==> src/include/mhf_pkg.sv <==
// Package of constants for the multicast hash filter block
package mhf_pkg;
   localparam int          ADDR_LEN_DEF    = 6;
   localparam int          CNT_W           = 14;
   localparam int          HASH_BITS       = 64;
   localparam int          HASH_IDX_W      = 6;
   localparam int          CRC_W           = 32;
   localparam int          HASH_LSB        = 2;
   localparam int          HASH_MSB        = 7;
   localparam logic [31:0] CRC_POLY        = 32'h04c11db7;
   localparam logic [31:0] CRC_INIT        = 32'hffffffff;
   localparam logic [2:0]  OP_MC_LOAD      = 3'h3;
   localparam int          CMD_OP_LSB      = 0;
   localparam int          CMD_OP_MSB      = 2;
   localparam int          CMD_INT_BIT     = 13;
   localparam int          CMD_HOLD_BIT    = 14;
   localparam int          CMD_LAST_BIT    = 15;
   localparam int          ST_ABORT_BIT    = 12;
   localparam int          ST_OK_BIT       = 13;
   localparam int          ST_BUSY_BIT     = 14;
   localparam int          ST_DONE_BIT     = 15;
   localparam logic [15:0] STATUS_RESET    = 16'h0000;
   localparam logic [15:0] STATUS_BUSY     = 16'h4000;
   localparam logic [15:0] STATUS_DONE_OK  = 16'ha000;
   localparam logic [15:0] STATUS_ABORTED  = 16'h9000;
endpackage

==> src/logic/mhf_crc_byte.sv <==
// One byte step of the address CRC, least significant bit first
`timescale 1ns/1ps
module mhf_crc_byte
   import mhf_pkg::*;
(
   // Inputs
   input  wire logic [31:0] crc_in,
   input  wire logic [7:0]  data_in,
   // Result
   output logic      [31:0] crc_out
);
   always_comb begin
      logic [31:0] c;
      c = crc_in;
      for (int i = 0; i < 8; i++) begin
         if (c[31] ^ data_in[i]) begin
            c = {c[30:0], 1'b0} ^ CRC_POLY;
         end else begin
            c = {c[30:0], 1'b0};
         end
      end
      crc_out = c;
   end
endmodule

==> src/logic/mhf_hash_lookup.sv <==
// Receive side lookup of a destination address in the hash table
`timescale 1ns/1ps
module mhf_hash_lookup
   import mhf_pkg::*;
#(
   parameter int ADDR_LEN = ADDR_LEN_DEF
)
(
   // Address and table
   input  wire logic [8*ADDR_LEN-1:0] addr,
   input  wire logic [HASH_BITS-1:0]  table_bits,
   // Result
   output logic                       hit
);
   logic [31:0] crc_chain [0:ADDR_LEN];
   logic [HASH_IDX_W-1:0] idx;
   assign crc_chain[0] = CRC_INIT;
   genvar g;
   generate
      for (g = 0; g < ADDR_LEN; g++) begin : g_byte
         mhf_crc_byte u_step (
            .crc_in  (crc_chain[g]),
            .data_in (addr[8*g +: 8]),
            .crc_out (crc_chain[g+1])
         );
      end
   endgenerate
   assign idx = crc_chain[ADDR_LEN][HASH_MSB:HASH_LSB];
   assign hit = addr[0] & table_bits[idx];
endmodule

==> src/logic/mhf_filter.sv <==
// Multicast load command engine and receive hash filter
`timescale 1ns/1ps
// Functional notes
// - After a load, frames to loaded multicast addresses are accepted.
// - Status word: done bit 15, busy 14, ok 13, aborted 12.
// - Command word: last 15, hold 14, interrupt 13, op code 3 in bits 0-2.
// - List byte count is a 14-bit field.
// - Count is truncated to a multiple of the address length.
// - Zero count makes every multicast frame rejected afterwards.
// - A 64-bit hash table is kept for receive multicast checks.
// - Accept only when address bit 0 is one and table bit is one.
// - Hash index is CRC register bits 2 through 7.
// - Reset clears every hash table bit.
// - On a load, clear the table first, then read grouped bytes.
// - Each full group is hashed and its indexed bit set.
// - A short trailing group leaves the table unchanged.
// - After all groups, completion is signalled to the command unit.
module mhf_filter
   import mhf_pkg::*;
#(
   parameter int ADDR_LEN = ADDR_LEN_DEF
)
(
   // Clock and reset
   input  wire logic                  clk_sys,
   input  wire logic                  reset,
   // Command fetch
   input  wire logic                  cmd_valid,
   input  wire logic [15:0]           cmd_word,
   input  wire logic [CNT_W-1:0]      list_byte_count,
   // Group address list bytes
   input  wire logic                  list_valid,
   input  wire logic [7:0]            list_byte,
   // Receive destination check
   input  wire logic                  rx_da_valid,
   input  wire logic [8*ADDR_LEN-1:0] rx_da,
   // Command handshakes
   output logic                       cmd_ready,
   output logic                       list_ready,
   output logic                       command_unit_done,
   output logic [15:0]                status_word,
   output logic                       status_write,
   // Receive decision
   output logic                       rx_accept_valid,
   output logic                       rx_accept,
   // Table view
   output logic [HASH_BITS-1:0]       hash_table
);
   if (ADDR_LEN < 1 || ADDR_LEN > 8) begin : g_bad_len
      $error("ADDR_LEN out of range");
   end

   typedef enum logic [1:0] {
      ST_IDLE  = 2'b00,
      ST_CLEAR = 2'b01,
      ST_LOAD  = 2'b10,
      ST_DONE  = 2'b11
   } mhf_state_t;

   localparam logic [CNT_W-1:0] ALEN = CNT_W'(ADDR_LEN);
   localparam logic [3:0]       LAST_POS = 4'(ADDR_LEN - 1);

   mhf_state_t              state_reg;
   logic [CNT_W-1:0]        bytes_left_reg;
   logic [3:0]              pos_reg;
   logic [31:0]             crc_reg;
   logic [31:0]             crc_next;
   logic [HASH_BITS-1:0]    table_reg;
   logic [HASH_IDX_W-1:0]   set_idx;
   logic                    is_load;
   logic                    lookup_hit;
   logic [CNT_W-1:0]        trunc_cnt;

   // Truncate count to whole groups
   assign trunc_cnt = list_byte_count - (list_byte_count % ALEN);
   assign is_load   = cmd_word[CMD_OP_MSB:CMD_OP_LSB] == OP_MC_LOAD;
   assign hash_table = table_reg;

   mhf_crc_byte u_crc (
      .crc_in  ((pos_reg == 4'h0) ? CRC_INIT : crc_reg),
      .data_in (list_byte),
      .crc_out (crc_next)
   );
   assign set_idx = crc_next[HASH_MSB:HASH_LSB];

   mhf_hash_lookup #(.ADDR_LEN(ADDR_LEN)) u_lookup (
      .addr       (rx_da),
      .table_bits (table_reg),
      .hit        (lookup_hit)
   );

   // Command sequencer
   always_ff @(posedge clk_sys) begin
      if (reset) begin
         state_reg      <= ST_IDLE;
         bytes_left_reg <= '0;
      end else begin
         unique case (state_reg)
            ST_IDLE: begin
               if (cmd_valid && is_load) begin
                  state_reg      <= ST_CLEAR;
                  bytes_left_reg <= trunc_cnt;
               end
            end
            ST_CLEAR: begin
               state_reg <= (bytes_left_reg == '0) ? ST_DONE : ST_LOAD;
            end
            ST_LOAD: begin
               if (list_valid) begin
                  bytes_left_reg <= bytes_left_reg - 1'b1;
                  if (bytes_left_reg == 14'h0001) begin
                     state_reg <= ST_DONE;
                  end
               end
            end
            ST_DONE: begin
               state_reg <= ST_IDLE;
            end
         endcase
      end
   end

   AST_TAKE: assert property (@(posedge clk_sys) disable iff (reset)
      state_reg == ST_IDLE && cmd_valid && is_load |=> state_reg == ST_CLEAR)
      else $error("load command not taken");

   AST_ZERO_DONE: assert property (@(posedge clk_sys) disable iff (reset)
      state_reg == ST_CLEAR && bytes_left_reg == '0 |=> state_reg == ST_DONE)
      else $error("zero count did not finish");

   AST_LOAD_NEXT: assert property (@(posedge clk_sys) disable iff (reset)
      state_reg == ST_CLEAR && bytes_left_reg != '0 |=> state_reg == ST_LOAD)
      else $error("list read not started");

   AST_IGNORE_OP: assert property (@(posedge clk_sys) disable iff (reset)
      state_reg == ST_IDLE && cmd_valid && !is_load |=> state_reg == ST_IDLE)
      else $error("other op code taken");

   AST_BYTES_DOWN: assert property (@(posedge clk_sys) disable iff (reset)
      state_reg == ST_LOAD && list_valid
      |=> bytes_left_reg == $past(bytes_left_reg) - 14'h0001)
      else $error("byte count not stepped");

   AST_DONE_IDLE: assert property (@(posedge clk_sys) disable iff (reset)
      state_reg == ST_DONE |=> state_reg == ST_IDLE)
      else $error("done state not left");

   // Byte position within group and running CRC
   always_ff @(posedge clk_sys) begin
      if (reset) begin
         pos_reg <= 4'h0;
         crc_reg <= CRC_INIT;
      end else if (state_reg == ST_CLEAR) begin
         pos_reg <= 4'h0;
         crc_reg <= CRC_INIT;
      end else if (state_reg == ST_LOAD && list_valid) begin
         crc_reg <= crc_next;
         pos_reg <= (pos_reg == LAST_POS) ? 4'h0 : pos_reg + 4'h1;
      end
   end

   AST_CRC_RESTART: assert property (@(posedge clk_sys) disable iff (reset)
      state_reg == ST_CLEAR |=> crc_reg == CRC_INIT && pos_reg == 4'h0)
      else $error("crc not restarted");

   AST_POS_WRAP: assert property (@(posedge clk_sys) disable iff (reset)
      state_reg == ST_LOAD && list_valid && pos_reg == LAST_POS |=> pos_reg == 4'h0)
      else $error("group position not restarted");

   AST_CRC_HOLD: assert property (@(posedge clk_sys) disable iff (reset)
      state_reg == ST_LOAD && !list_valid
      |=> crc_reg == $past(crc_reg) && pos_reg == $past(pos_reg))
      else $error("group state moved without a byte");

   // Hash table
   always_ff @(posedge clk_sys) begin
      if (reset) begin
         table_reg <= '0;
      end else if (state_reg == ST_CLEAR) begin
         table_reg <= '0;
      end else if (state_reg == ST_LOAD && list_valid && pos_reg == LAST_POS) begin
         table_reg[set_idx] <= 1'b1;
      end
   end

   AST_RESET_TABLE: assert property (@(posedge clk_sys)
      reset |=> table_reg == '0)
      else $error("reset left table bits");

   AST_TABLE_KEPT: assert property (@(posedge clk_sys) disable iff (reset)
      state_reg == ST_IDLE |=> table_reg == $past(table_reg))
      else $error("table changed while idle");

   AST_ONE_BIT: assert property (@(posedge clk_sys) disable iff (reset)
      state_reg == ST_LOAD && list_valid && pos_reg == LAST_POS
      |=> $countones(table_reg ^ $past(table_reg)) <= 1)
      else $error("more than one table bit changed");

   AST_NO_CLEAR_LOAD: assert property (@(posedge clk_sys) disable iff (reset)
      state_reg == ST_LOAD |=> (table_reg & $past(table_reg)) == $past(table_reg))
      else $error("table bit lost during load");

   // Handshakes and status
   always_ff @(posedge clk_sys) begin
      if (reset) begin
         cmd_ready         <= 1'b0;
         list_ready        <= 1'b0;
         command_unit_done <= 1'b0;
         status_word       <= STATUS_RESET;
         status_write      <= 1'b0;
      end else begin
         cmd_ready         <= (state_reg == ST_IDLE) && !(cmd_valid && is_load);
         list_ready        <= (state_reg == ST_CLEAR && bytes_left_reg != '0) ||
                              (state_reg == ST_LOAD &&
                               !(list_valid && bytes_left_reg == 14'h0001));
         command_unit_done <= (state_reg == ST_DONE);
         status_write      <= 1'b0;
         if (state_reg == ST_IDLE && cmd_valid && is_load) begin
            status_word  <= STATUS_BUSY;
            status_write <= 1'b1;
         end else if (state_reg == ST_DONE) begin
            status_word  <= STATUS_DONE_OK;
            status_write <= 1'b1;
         end
      end
   end

   AST_READY_IDLE: assert property (@(posedge clk_sys) disable iff (reset)
      cmd_ready |-> state_reg == ST_IDLE)
      else $error("ready while busy");

   AST_LIST_LOAD: assert property (@(posedge clk_sys) disable iff (reset)
      list_ready |-> state_reg == ST_LOAD)
      else $error("list request outside load");

   AST_LIST_LAST: assert property (@(posedge clk_sys) disable iff (reset)
      state_reg == ST_LOAD && list_valid && bytes_left_reg == 14'h0001 |=> !list_ready)
      else $error("bytes requested past count");

   AST_DONE_PULSE: assert property (@(posedge clk_sys) disable iff (reset)
      command_unit_done |=> !command_unit_done)
      else $error("completion longer than one cycle");

   AST_STATUS_WR: assert property (@(posedge clk_sys) disable iff (reset)
      state_reg == ST_DONE |=> status_write)
      else $error("completion status not written");

   AST_BUSY_WRITE: assert property (@(posedge clk_sys) disable iff (reset)
      state_reg == ST_IDLE && cmd_valid && is_load |=> status_write && status_word == STATUS_BUSY)
      else $error("busy status not written");

   AST_NO_ABORT: assert property (@(posedge clk_sys) disable iff (reset)
      status_write |-> !status_word[ST_ABORT_BIT])
      else $error("aborted flag written");

   AST_RESET_STATUS: assert property (@(posedge clk_sys)
      reset |=> status_word == STATUS_RESET && !status_write && !command_unit_done)
      else $error("status not reset");

   // Receive decision
   always_ff @(posedge clk_sys) begin
      if (reset) begin
         rx_accept_valid <= 1'b0;
         rx_accept       <= 1'b0;
      end else begin
         rx_accept_valid <= rx_da_valid;
         rx_accept       <= rx_da_valid && lookup_hit;
      end
   end

   AST_RX_VALID: assert property (@(posedge clk_sys) disable iff (reset)
      rx_da_valid |=> rx_accept_valid)
      else $error("no decision for address");

   AST_RX_IDLE: assert property (@(posedge clk_sys) disable iff (reset)
      !rx_da_valid |=> !rx_accept_valid)
      else $error("decision without address");

   AST_RX_UNI: assert property (@(posedge clk_sys) disable iff (reset)
      rx_da_valid && !rx_da[0] |=> !rx_accept)
      else $error("individual address accepted");

   AST_RX_QUAL: assert property (@(posedge clk_sys) disable iff (reset)
      rx_accept |-> rx_accept_valid)
      else $error("accept without valid");

   AST_CLEAR_FIRST: assert property (@(posedge clk_sys) disable iff (reset)
      state_reg == ST_CLEAR |=> table_reg == '0)
      else $error("table not cleared");

   AST_DONE_AFTER: assert property (@(posedge clk_sys) disable iff (reset)
      state_reg == ST_DONE |=> command_unit_done && status_word == STATUS_DONE_OK)
      else $error("completion missing");

   AST_BUSY: assert property (@(posedge clk_sys) disable iff (reset)
      state_reg == ST_IDLE && cmd_valid && is_load |=> status_word[ST_BUSY_BIT])
      else $error("busy not set");

   AST_OK_BITS: assert property (@(posedge clk_sys) disable iff (reset)
      command_unit_done |-> status_word[ST_DONE_BIT] && status_word[ST_OK_BIT]
      && !status_word[ST_BUSY_BIT] && !status_word[ST_ABORT_BIT])
      else $error("status bits wrong");

   AST_ZERO_CNT: assert property (@(posedge clk_sys) disable iff (reset)
      state_reg == ST_CLEAR && bytes_left_reg == '0 |=> ##1 table_reg == '0)
      else $error("zero count left bits");

   AST_ACCEPT_LSB: assert property (@(posedge clk_sys) disable iff (reset)
      rx_accept |-> $past(rx_da[0]))
      else $error("accepted unicast");

   AST_SHORT_GROUP: assert property (@(posedge clk_sys) disable iff (reset)
      state_reg == ST_LOAD && pos_reg != LAST_POS |=> table_reg == $past(table_reg))
      else $error("partial group touched table");

   AST_SET_BIT: assert property (@(posedge clk_sys) disable iff (reset)
      state_reg == ST_LOAD && list_valid && pos_reg == LAST_POS
      |=> table_reg[$past(set_idx)])
      else $error("hash bit not set");

   AST_TRUNC: assert property (@(posedge clk_sys) disable iff (reset)
      state_reg == ST_CLEAR |-> bytes_left_reg % ALEN == '0)
      else $error("count not truncated");
endmodule

==> config.mk <==
export PLATFORM = sky130hd
export DESIGN_NAME = mhf_filter
export DESIGN_NICKNAME = d
export VERILOG_FILES = /design/src/include/mhf_pkg.sv /design/src/logic/mhf_crc_byte.sv /design/src/logic/mhf_hash_lookup.sv /design/src/logic/mhf_filter.sv
export SDC_FILE = /design/constraint.sdc
export NUM_CORES = 1
export LEC_CHECK = 0
export BUFFER_PORTS_ARGS = -buffer_cell sky130_fd_sc_hd__buf_2
export CORE_MARGIN = 2
export CORE_UTILIZATION = 30
export DETAILED_ROUTE_END_ITERATION = 10
export PLACE_DENSITY = 0.49
export SYNTH_ARGS = -nofsm -noshare
export SYNTH_HDL_FRONTEND = slang
export SYNTH_SLANG_ARGS = --single-unit
==> constraint.sdc <==
create_clock -name clk_sys -period 12.2 [get_ports clk_sys]
set_clock_uncertainty 0.05 [all_clocks]
set_input_delay 3.66 -clock clk_sys [delete_from_list [all_inputs] [get_ports clk_sys]]
set_output_delay 3.66 -clock clk_sys [all_outputs]
set_load 0.005 [all_outputs]
==> results of run 1 <==
[worst max-delay path: cells and delay by family]
kind | cells | cell delay (ns)
compound gates | 18 | 3.62
xor+xnor | 1 | 0.26
fa+ha+maj | 2 | 0.61
buf+inv | 1 | 0.17
mux | 4 | 0.79
simple gates | 5 | 1.63
[routing by layer]
metal | vias up | GRT usage, %
met5 | - | 0
met4 | 0 | 3.90
met3 | 18 | 2.67
met2 | 166 | 24.8
met1 | 3783 | 21.6
li1 | 4039 | -
[area by class of cell]
| class | count | area share (%) |
|---|---|---|
| sequential | 124 | 22.0 |
| tap | 402 | 4.46 |
| clock buffer | 18 | 3.81 |
| multi-input combinational | 917 | 60.6 |
| inverter | 20 | 0.666 |
| timing repair buffer | 159 | 7.28 |
| clock inverter | 13 | 1.08 |
| antenna | 2 | 0.0444 |
[cells in the mapped netlist, types with 20 or more instances]
cell type / n
dfxtp_1: 124
inv_1: 20
xnor2_1: 188
o21ai_0: 33
nand2_1: 70
nor2_1: 165
clkbuf_1: 51
ha_1: 21
o211ai_1: 34
xnor3_1: 32
mux2i_1: 38
xor2_1: 61
a21oi_1: 96
[cells by family after synthesis]
kind of cell / Yosys count / share of synthesized area (%)
DFF: 124 / 25.7
other: 2 / 0.0777
buffers and inverters: 94 / 4.35
muxes: 43 / 4.98
AOI/OAI and AO/OA: 227 / 14.7
and+or+nand+nor: 313 / 14.2
xor gates and xnor gates: 295 / 33.3
adders and majority gates: 21 / 2.72
[metrics by stage]
| stage | hold WS (ns) | worst slack [ns] | util, % | std cells | cell area, um2 |
|---|---|---|---|---|---|
| detailed placement | 0.413 | 1.26 | 33.9 | 1622 | 10700 |
| finish | 0.418 | 1.68 | 35.6 | 1655 | 11300 |
| global route | 0.452 | 0.879 | 35.6 | 1653 | 11300 |
| floorplan | 0.391 | 2.36 | - | 1135 | 9730 |
| CTS | 0.425 | 1.66 | 35.6 | 1653 | 11300 |
| global placement | 0.407 | 1.37 | 33.9 | 1622 | 10700 |
[layout by cell type (no fill, tap or decap), types with 7 or more instances in the layout]
master,count
buf_2,149
nor3_1,7
buf_4,10
ha_1,21
xor2_1,61
o21ai_0,33
mux2i_1,38
and2_1,8
nand2b_1,12
nor2_1,164
xnor2_1,188
a21boi_0,11
conb_1,18
dfxtp_1,124
xor3_1,7
clkbuf_16,17
nand2_1,69
inv_1,20
xnor3_1,32
a211oi_1,13
a21oi_1,96
nand3_1,13
o211ai_1,34
or2_2,7
o221ai_1,8
[worst max-delay path by stage]
stage | to | slack [ns] | cells past startpoint | startpoint
after floorplan | bytes_left_reg[13]$_SDFFE_PP0P_ | 2.36 | 32 | list_byte_count[13]
after global placement | bytes_left_reg[13]$_SDFFE_PP0P_ | 1.37 | 31 | list_byte_count[8]
after detailed placement | bytes_left_reg[13]$_SDFFE_PP0P_ | 1.26 | 32 | list_byte_count[8]
after CTS | bytes_left_reg[13]$_SDFFE_PP0P_ | 1.66 | 32 | list_byte_count[8]
after global routing | bytes_left_reg[13]$_SDFFE_PP0P_ | 0.88 | 31 | list_byte_count[8]
final | bytes_left_reg[13]$_SDFFE_PP0P_ | 1.68 | 31 | list_byte_count[8]
==> results.md, run 1 <==
- Status: complete, no violations
- CTS Buf Count: 17
- Syn-to-layout area delta: 16.6%
- Top sig layer: met4
- Drt initial violations: 440
- Worst hold-check path type: reg2reg
- HP Start: crc_reg[0]$_SDFFE_PP1P_
- Starting density of the core: 30.6%
- Number of routed nets with antenna violations: 0
- Routed wire length: 26.1 mm
- DR vias/cell: 4.84
- Met3 wire length: 1.01 mm
- Post-CTS resize count: 0
- Slew Limit Fails: 0
- WL met1: 12.8 mm
- Initial antenna violation count: 1
- Fin crit share: 86.2%
- Minimum clock period: 10.52 ns
- Cell Rows: 65
- Post-synthesis sequential area ratio: 25.7%
- Post-CTS setup buffers: 0
- Max-Slew Margin vs Limit: 32.5%
- CP max-delay cell: or4b_2
- Residual DRC: 0
- Max Cap Viol: 0
- Crit. End Element: register
- Seq cells post-synth: 124
- Synth top area share: 25.7%
- Worst reg2reg startpoint: pos_reg[1]$_SDFFE_PP0P_
- Top FF cell, synth: dfxtp_1
- Startpoint Class: input port
- Number of global-route vias before repair: 7540
- Clock root buffer: clkbuf_16
- Worst-path clk slew: 0.05 ns
- Register Area: 2480 um2
- Grt ovf: 0
- Area leader, netlist: dfxtp_1
- Setup tns final: 0 ns
- Unrepaired setup endpoints after global routing: false
- Gate Count Post-Synth: 1119
- Fill count: 3334
- Data arrival, critical path: 10.74 ns
- Layout cell share with drive strength beyond 1: 17.4%
- Critical Path RT: 12.42 ns
- Hold_buf cts: 0
- Htree depth: 4
- Synthesis Warnings: 0
- Crit-path most repeated cell: o21ai_0
- Hold depth: 2
- Max Freq: 95.1 MHz
- Worst R2R Setup Slack: 8.14 ns
- CTS Sinks: 124
- Final nets: 1351
- Largest net degree at the start of global routing: 69
- Asr flop ratio synth: 0%
- Die footprint: 33700 um2
- Final setup fails: 0
- Final Hold Fails: 0
- Crit Path Class: in2reg
- Multi-input gate area in the final layout: 6840 um2
- Chip width: 184 um
- Worst slew pin tran: 1.01 ns
- FF-to-FF path depth: 10
- HPWL Detailed: 19.4 mm
- TritonCTS clock tree: built
- # IOs: 177
- I/O Buffers: 149
- Synth area leaders: dfxtp_1, xnor2_1, xnor3_1, nor2_1, xor2_1
- Wire per inst: 15.8 um
- Routability cong.: 0.797
- Global-route wire length before repair: 41.3 mm
- Worst skew pair latency: 0.41 ns
- R2r endpoint: hash_table[58]$_SDFFE_PP0P_
- Core area: 31600 um2
- Die H: 184 um
- Crit Path Max Fanout: 12
- Number of distinct library cells after synthesis: 63
- Clock Path Buffers: 2
- DR pass1 iterations: 5
- Wire length on met2: 12.0 mm
- Mean Syn Cell Area: 8.64 um2
- Max FFs per register: 64
- EDFF count, synth: 0
- Synth Cell Area: 9670 um2
- Hold EP: crc_reg[0]$_SDFFE_PP1P_
- Gr usage total: 15.5%
- Vias: 8006
- Peak per-stage delay on the critical path: 0.69 ns
Power of run 1 is not shown: default switching activity piles up to over one toggle a cycle in this logic, so the estimate is an artifact.
==> inputs of run 2 (changes only) <==
Settings changed: CORE_MARGIN 2 to 5.
==> run 2 against run 1 <==
  * Routed wire length is 2.9% higher
  * Sequential share of layout area hardly changed
  * Global-route usage is 0.88 points lower
  * Cell count is 0.18% lower
  * Setup slack better by 0.066 ns
  * Count of clock-buffer cells in the layout stayed put
  * Flip-flop and latch count stayed put
  * First-iteration DRC count is 13% lower
  * Cell area is 0.17% higher
  * Non-clock buffer count is 2 lower
  * Hold slack better by 0.0021 ns
  * Critical endpoint unchanged
  * Register-to-register slack worse by 0.06 ns
  * Critical path type unchanged
==> results.md, run 2 (same netlist as run 1, synthesis figures left out) <==
- Startpoint Class: input port (unchanged)
- Starting density of the core: 30.5% (was 30.6%)
- Die footprint: 35900 um2 (was 33700 um2)
- DR vias/cell: 4.80 (was 4.84)
- TritonCTS clock tree: built (unchanged)
- Critical Path RT: 12.42 ns (about the same)
- CP max-delay cell: or4b_2 (unchanged)
- Setup tns final: 0 ns (unchanged)
- Hold WS: 0.420 ns (was 0.418 ns)
- Final setup fails: 0 (unchanged)
- GR Util met1: 20.7% (was 21.6%)
- DR pass1 iterations: 5 (unchanged)
- Die H: 190 um (was 184 um)
- Syn-to-layout area delta: 16.8% (was 16.6%)
- Crit-path most repeated cell: o21ai_0 (unchanged)
- Max Cap Viol: 0 (unchanged)
- Clock Path Buffers: 2 (unchanged)
- Commonest non-fill, non-tap cell in the layout: xnor2_1 (unchanged)
- Global-route wire length before repair: 42.5 mm (was 41.3 mm)
- Clock root buffer: clkbuf_16 (unchanged)
- Wire per inst: 16.3 um (was 15.8 um)
- Crit. End Element: register (unchanged)
- Slew Limit Fails: 0 (unchanged)
- HPWL Detailed: 20.3 mm (was 19.4 mm)
- Layout cell share with drive strength beyond 1: 17.4% (about the same)
- Cell Rows: 65 (unchanged)
- Max FFs per register: 64 (unchanged)
- WP buf/inv: 1 (unchanged)
- Core area: 31700 um2 (was 31600 um2)
- I/O Buffers: 149 (unchanged)
- Number of routed nets with antenna violations: 0 (unchanged)
- Worst hold-check path type: reg2reg (unchanged)
- Antenna Diode Count: 0 (was 2)
- Grt met2 use: 23.1% (was 24.8%)
- Gr usage total: 14.6% (was 15.5%)
- # IOs: 177 (unchanged)
- Unrepaired setup endpoints after global routing: false (unchanged)
- Worst slew pin tran: 1.13 ns (was 1.01 ns)
- Fin crit share: 85.7% (was 86.2%)
- Max Freq: 95.7 MHz (was 95.1 MHz)
- Initial antenna violation count: 2 (was 1)
- Final Hold Fails: 0 (unchanged)
- Residual DRC: 0 (unchanged)
- Htree depth: 4 (unchanged)
- Routability cong.: 0.842 (was 0.797)
- Hold_buf cts: 0 (unchanged)
- Final nets: 1349 (was 1351)
- Routed wire length: 26.9 mm (was 26.1 mm)
- Final core occ: 35.6% (about the same)
- Crit Path Class: in2reg (unchanged)
- Vias: 7932 (was 8006)
- Chip width: 190 um (was 184 um)
- Peak per-stage delay on the critical path: 0.69 ns (about the same)
- CTS Sinks: 124 (unchanged)
- Worst-path clk slew: 0.06 ns (was 0.05 ns)
- Met3 usage in global routing: 2.44% (was 2.67%)
- Minimum clock period: 10.45 ns (was 10.52 ns)
- Grt peak-use layer: met2 (unchanged)
- Max-Slew Margin vs Limit: 24.2% (was 32.5%)
- Worst skew pair latency: 0.42 ns (was 0.41 ns)
- Post-CTS setup buffers: 0 (unchanged)
- Number of global-route vias before repair: 7716 (was 7540)
- Largest net degree at the start of global routing: 69 (unchanged)
- Most frequent cells in the layout: xnor2_1, nor2_1, buf_2, dfxtp_1, a21oi_1 (unchanged)
- CTS Buf Count: 17 (unchanged)
- Status: complete, no violations (unchanged)
- Data arrival, critical path: 10.68 ns (was 10.74 ns)
- Crit Path Max Fanout: 12 (unchanged)
- Drt initial violations: 383 (was 440)
- CP top delay family: compound AO/OA/AOI/OAI gates (unchanged)
- Post-CTS resize count: 0 (unchanged)
- Grt ovf: 0 (unchanged)
-- run 2: cell types whose count changed in the layout (fill, tap and decap cells not counted), moves of 2 or more --
cell,before,now
clkinv_4,6,3
clkinv_2,3,1
buf_4,10,8
inv_6,1,4
diode_2,2,0
-- run 2: worst reg2reg max path, cell delays in order, from the launching register on --
cell and delay, ns:
dfxtp_1 0.37, nor4_2 0.26, buf_4 0.38, nor2_1 0.12, xnor2_1 0.76, xor2_1 0.47
xor2_1 0.27, or2_2 0.37, nor2_1 0.73, a21oi_1 0.16, nor2_1 0.10
-- run 2: cell type report --
| cell class | count | area (um2) |
|---|---|---|
| clock buffers | 18 | 429 |
| repair buffers | 157 | 806 |
| inverters | 20 | 75.1 |
| fillers | 3343 | 20400 |
| clock inverters | 14 | 160 |
| flip-flops and latches | 124 | 2480 |
| multi-input cells | 917 | 6840 |
| well taps | 402 | 503 |
-- run 2: path summary, 6_finish.rpt --
kind | from | to | slack [ns] | depth (start not counted)
max | list_byte_count[8] | bytes_left_reg[13]$_SDFFE_PP0P_ | 1.75 | 31
min | crc_reg[0]$_SDFFE_PP1P_ | crc_reg[0]$_SDFFE_PP1P_ | 0.42 | 2
max reg2reg | pos_reg[1]$_SDFFE_PP0P_ | hash_table[55]$_SDFFE_PP0P_ | 8.08 | 10
min reg2reg | crc_reg[0]$_SDFFE_PP1P_ | crc_reg[0]$_SDFFE_PP1P_ | 0.42 | 2
-- run 2: metrics by stage --
stage                     cells  cell area [um2]  setup WS [ns]
after global placement     1620            10700           1.39
final                      1652            11300           1.75
after CTS                  1652            11300           1.67
after detailed placement   1620            10700           1.28
after floorplan            1135             9730           2.36
after global routing       1652            11300          0.788
-- run 2: routing by layer --
metal / share of wire [%] / up-vias
met1: 48 / 3691
met5: 0.063 / -
met2: 45 / 181
met3: 4.9 / 32
met4: 1.5 / 4
li1: - / 4024
Power of run 2 is left out for the same reason.
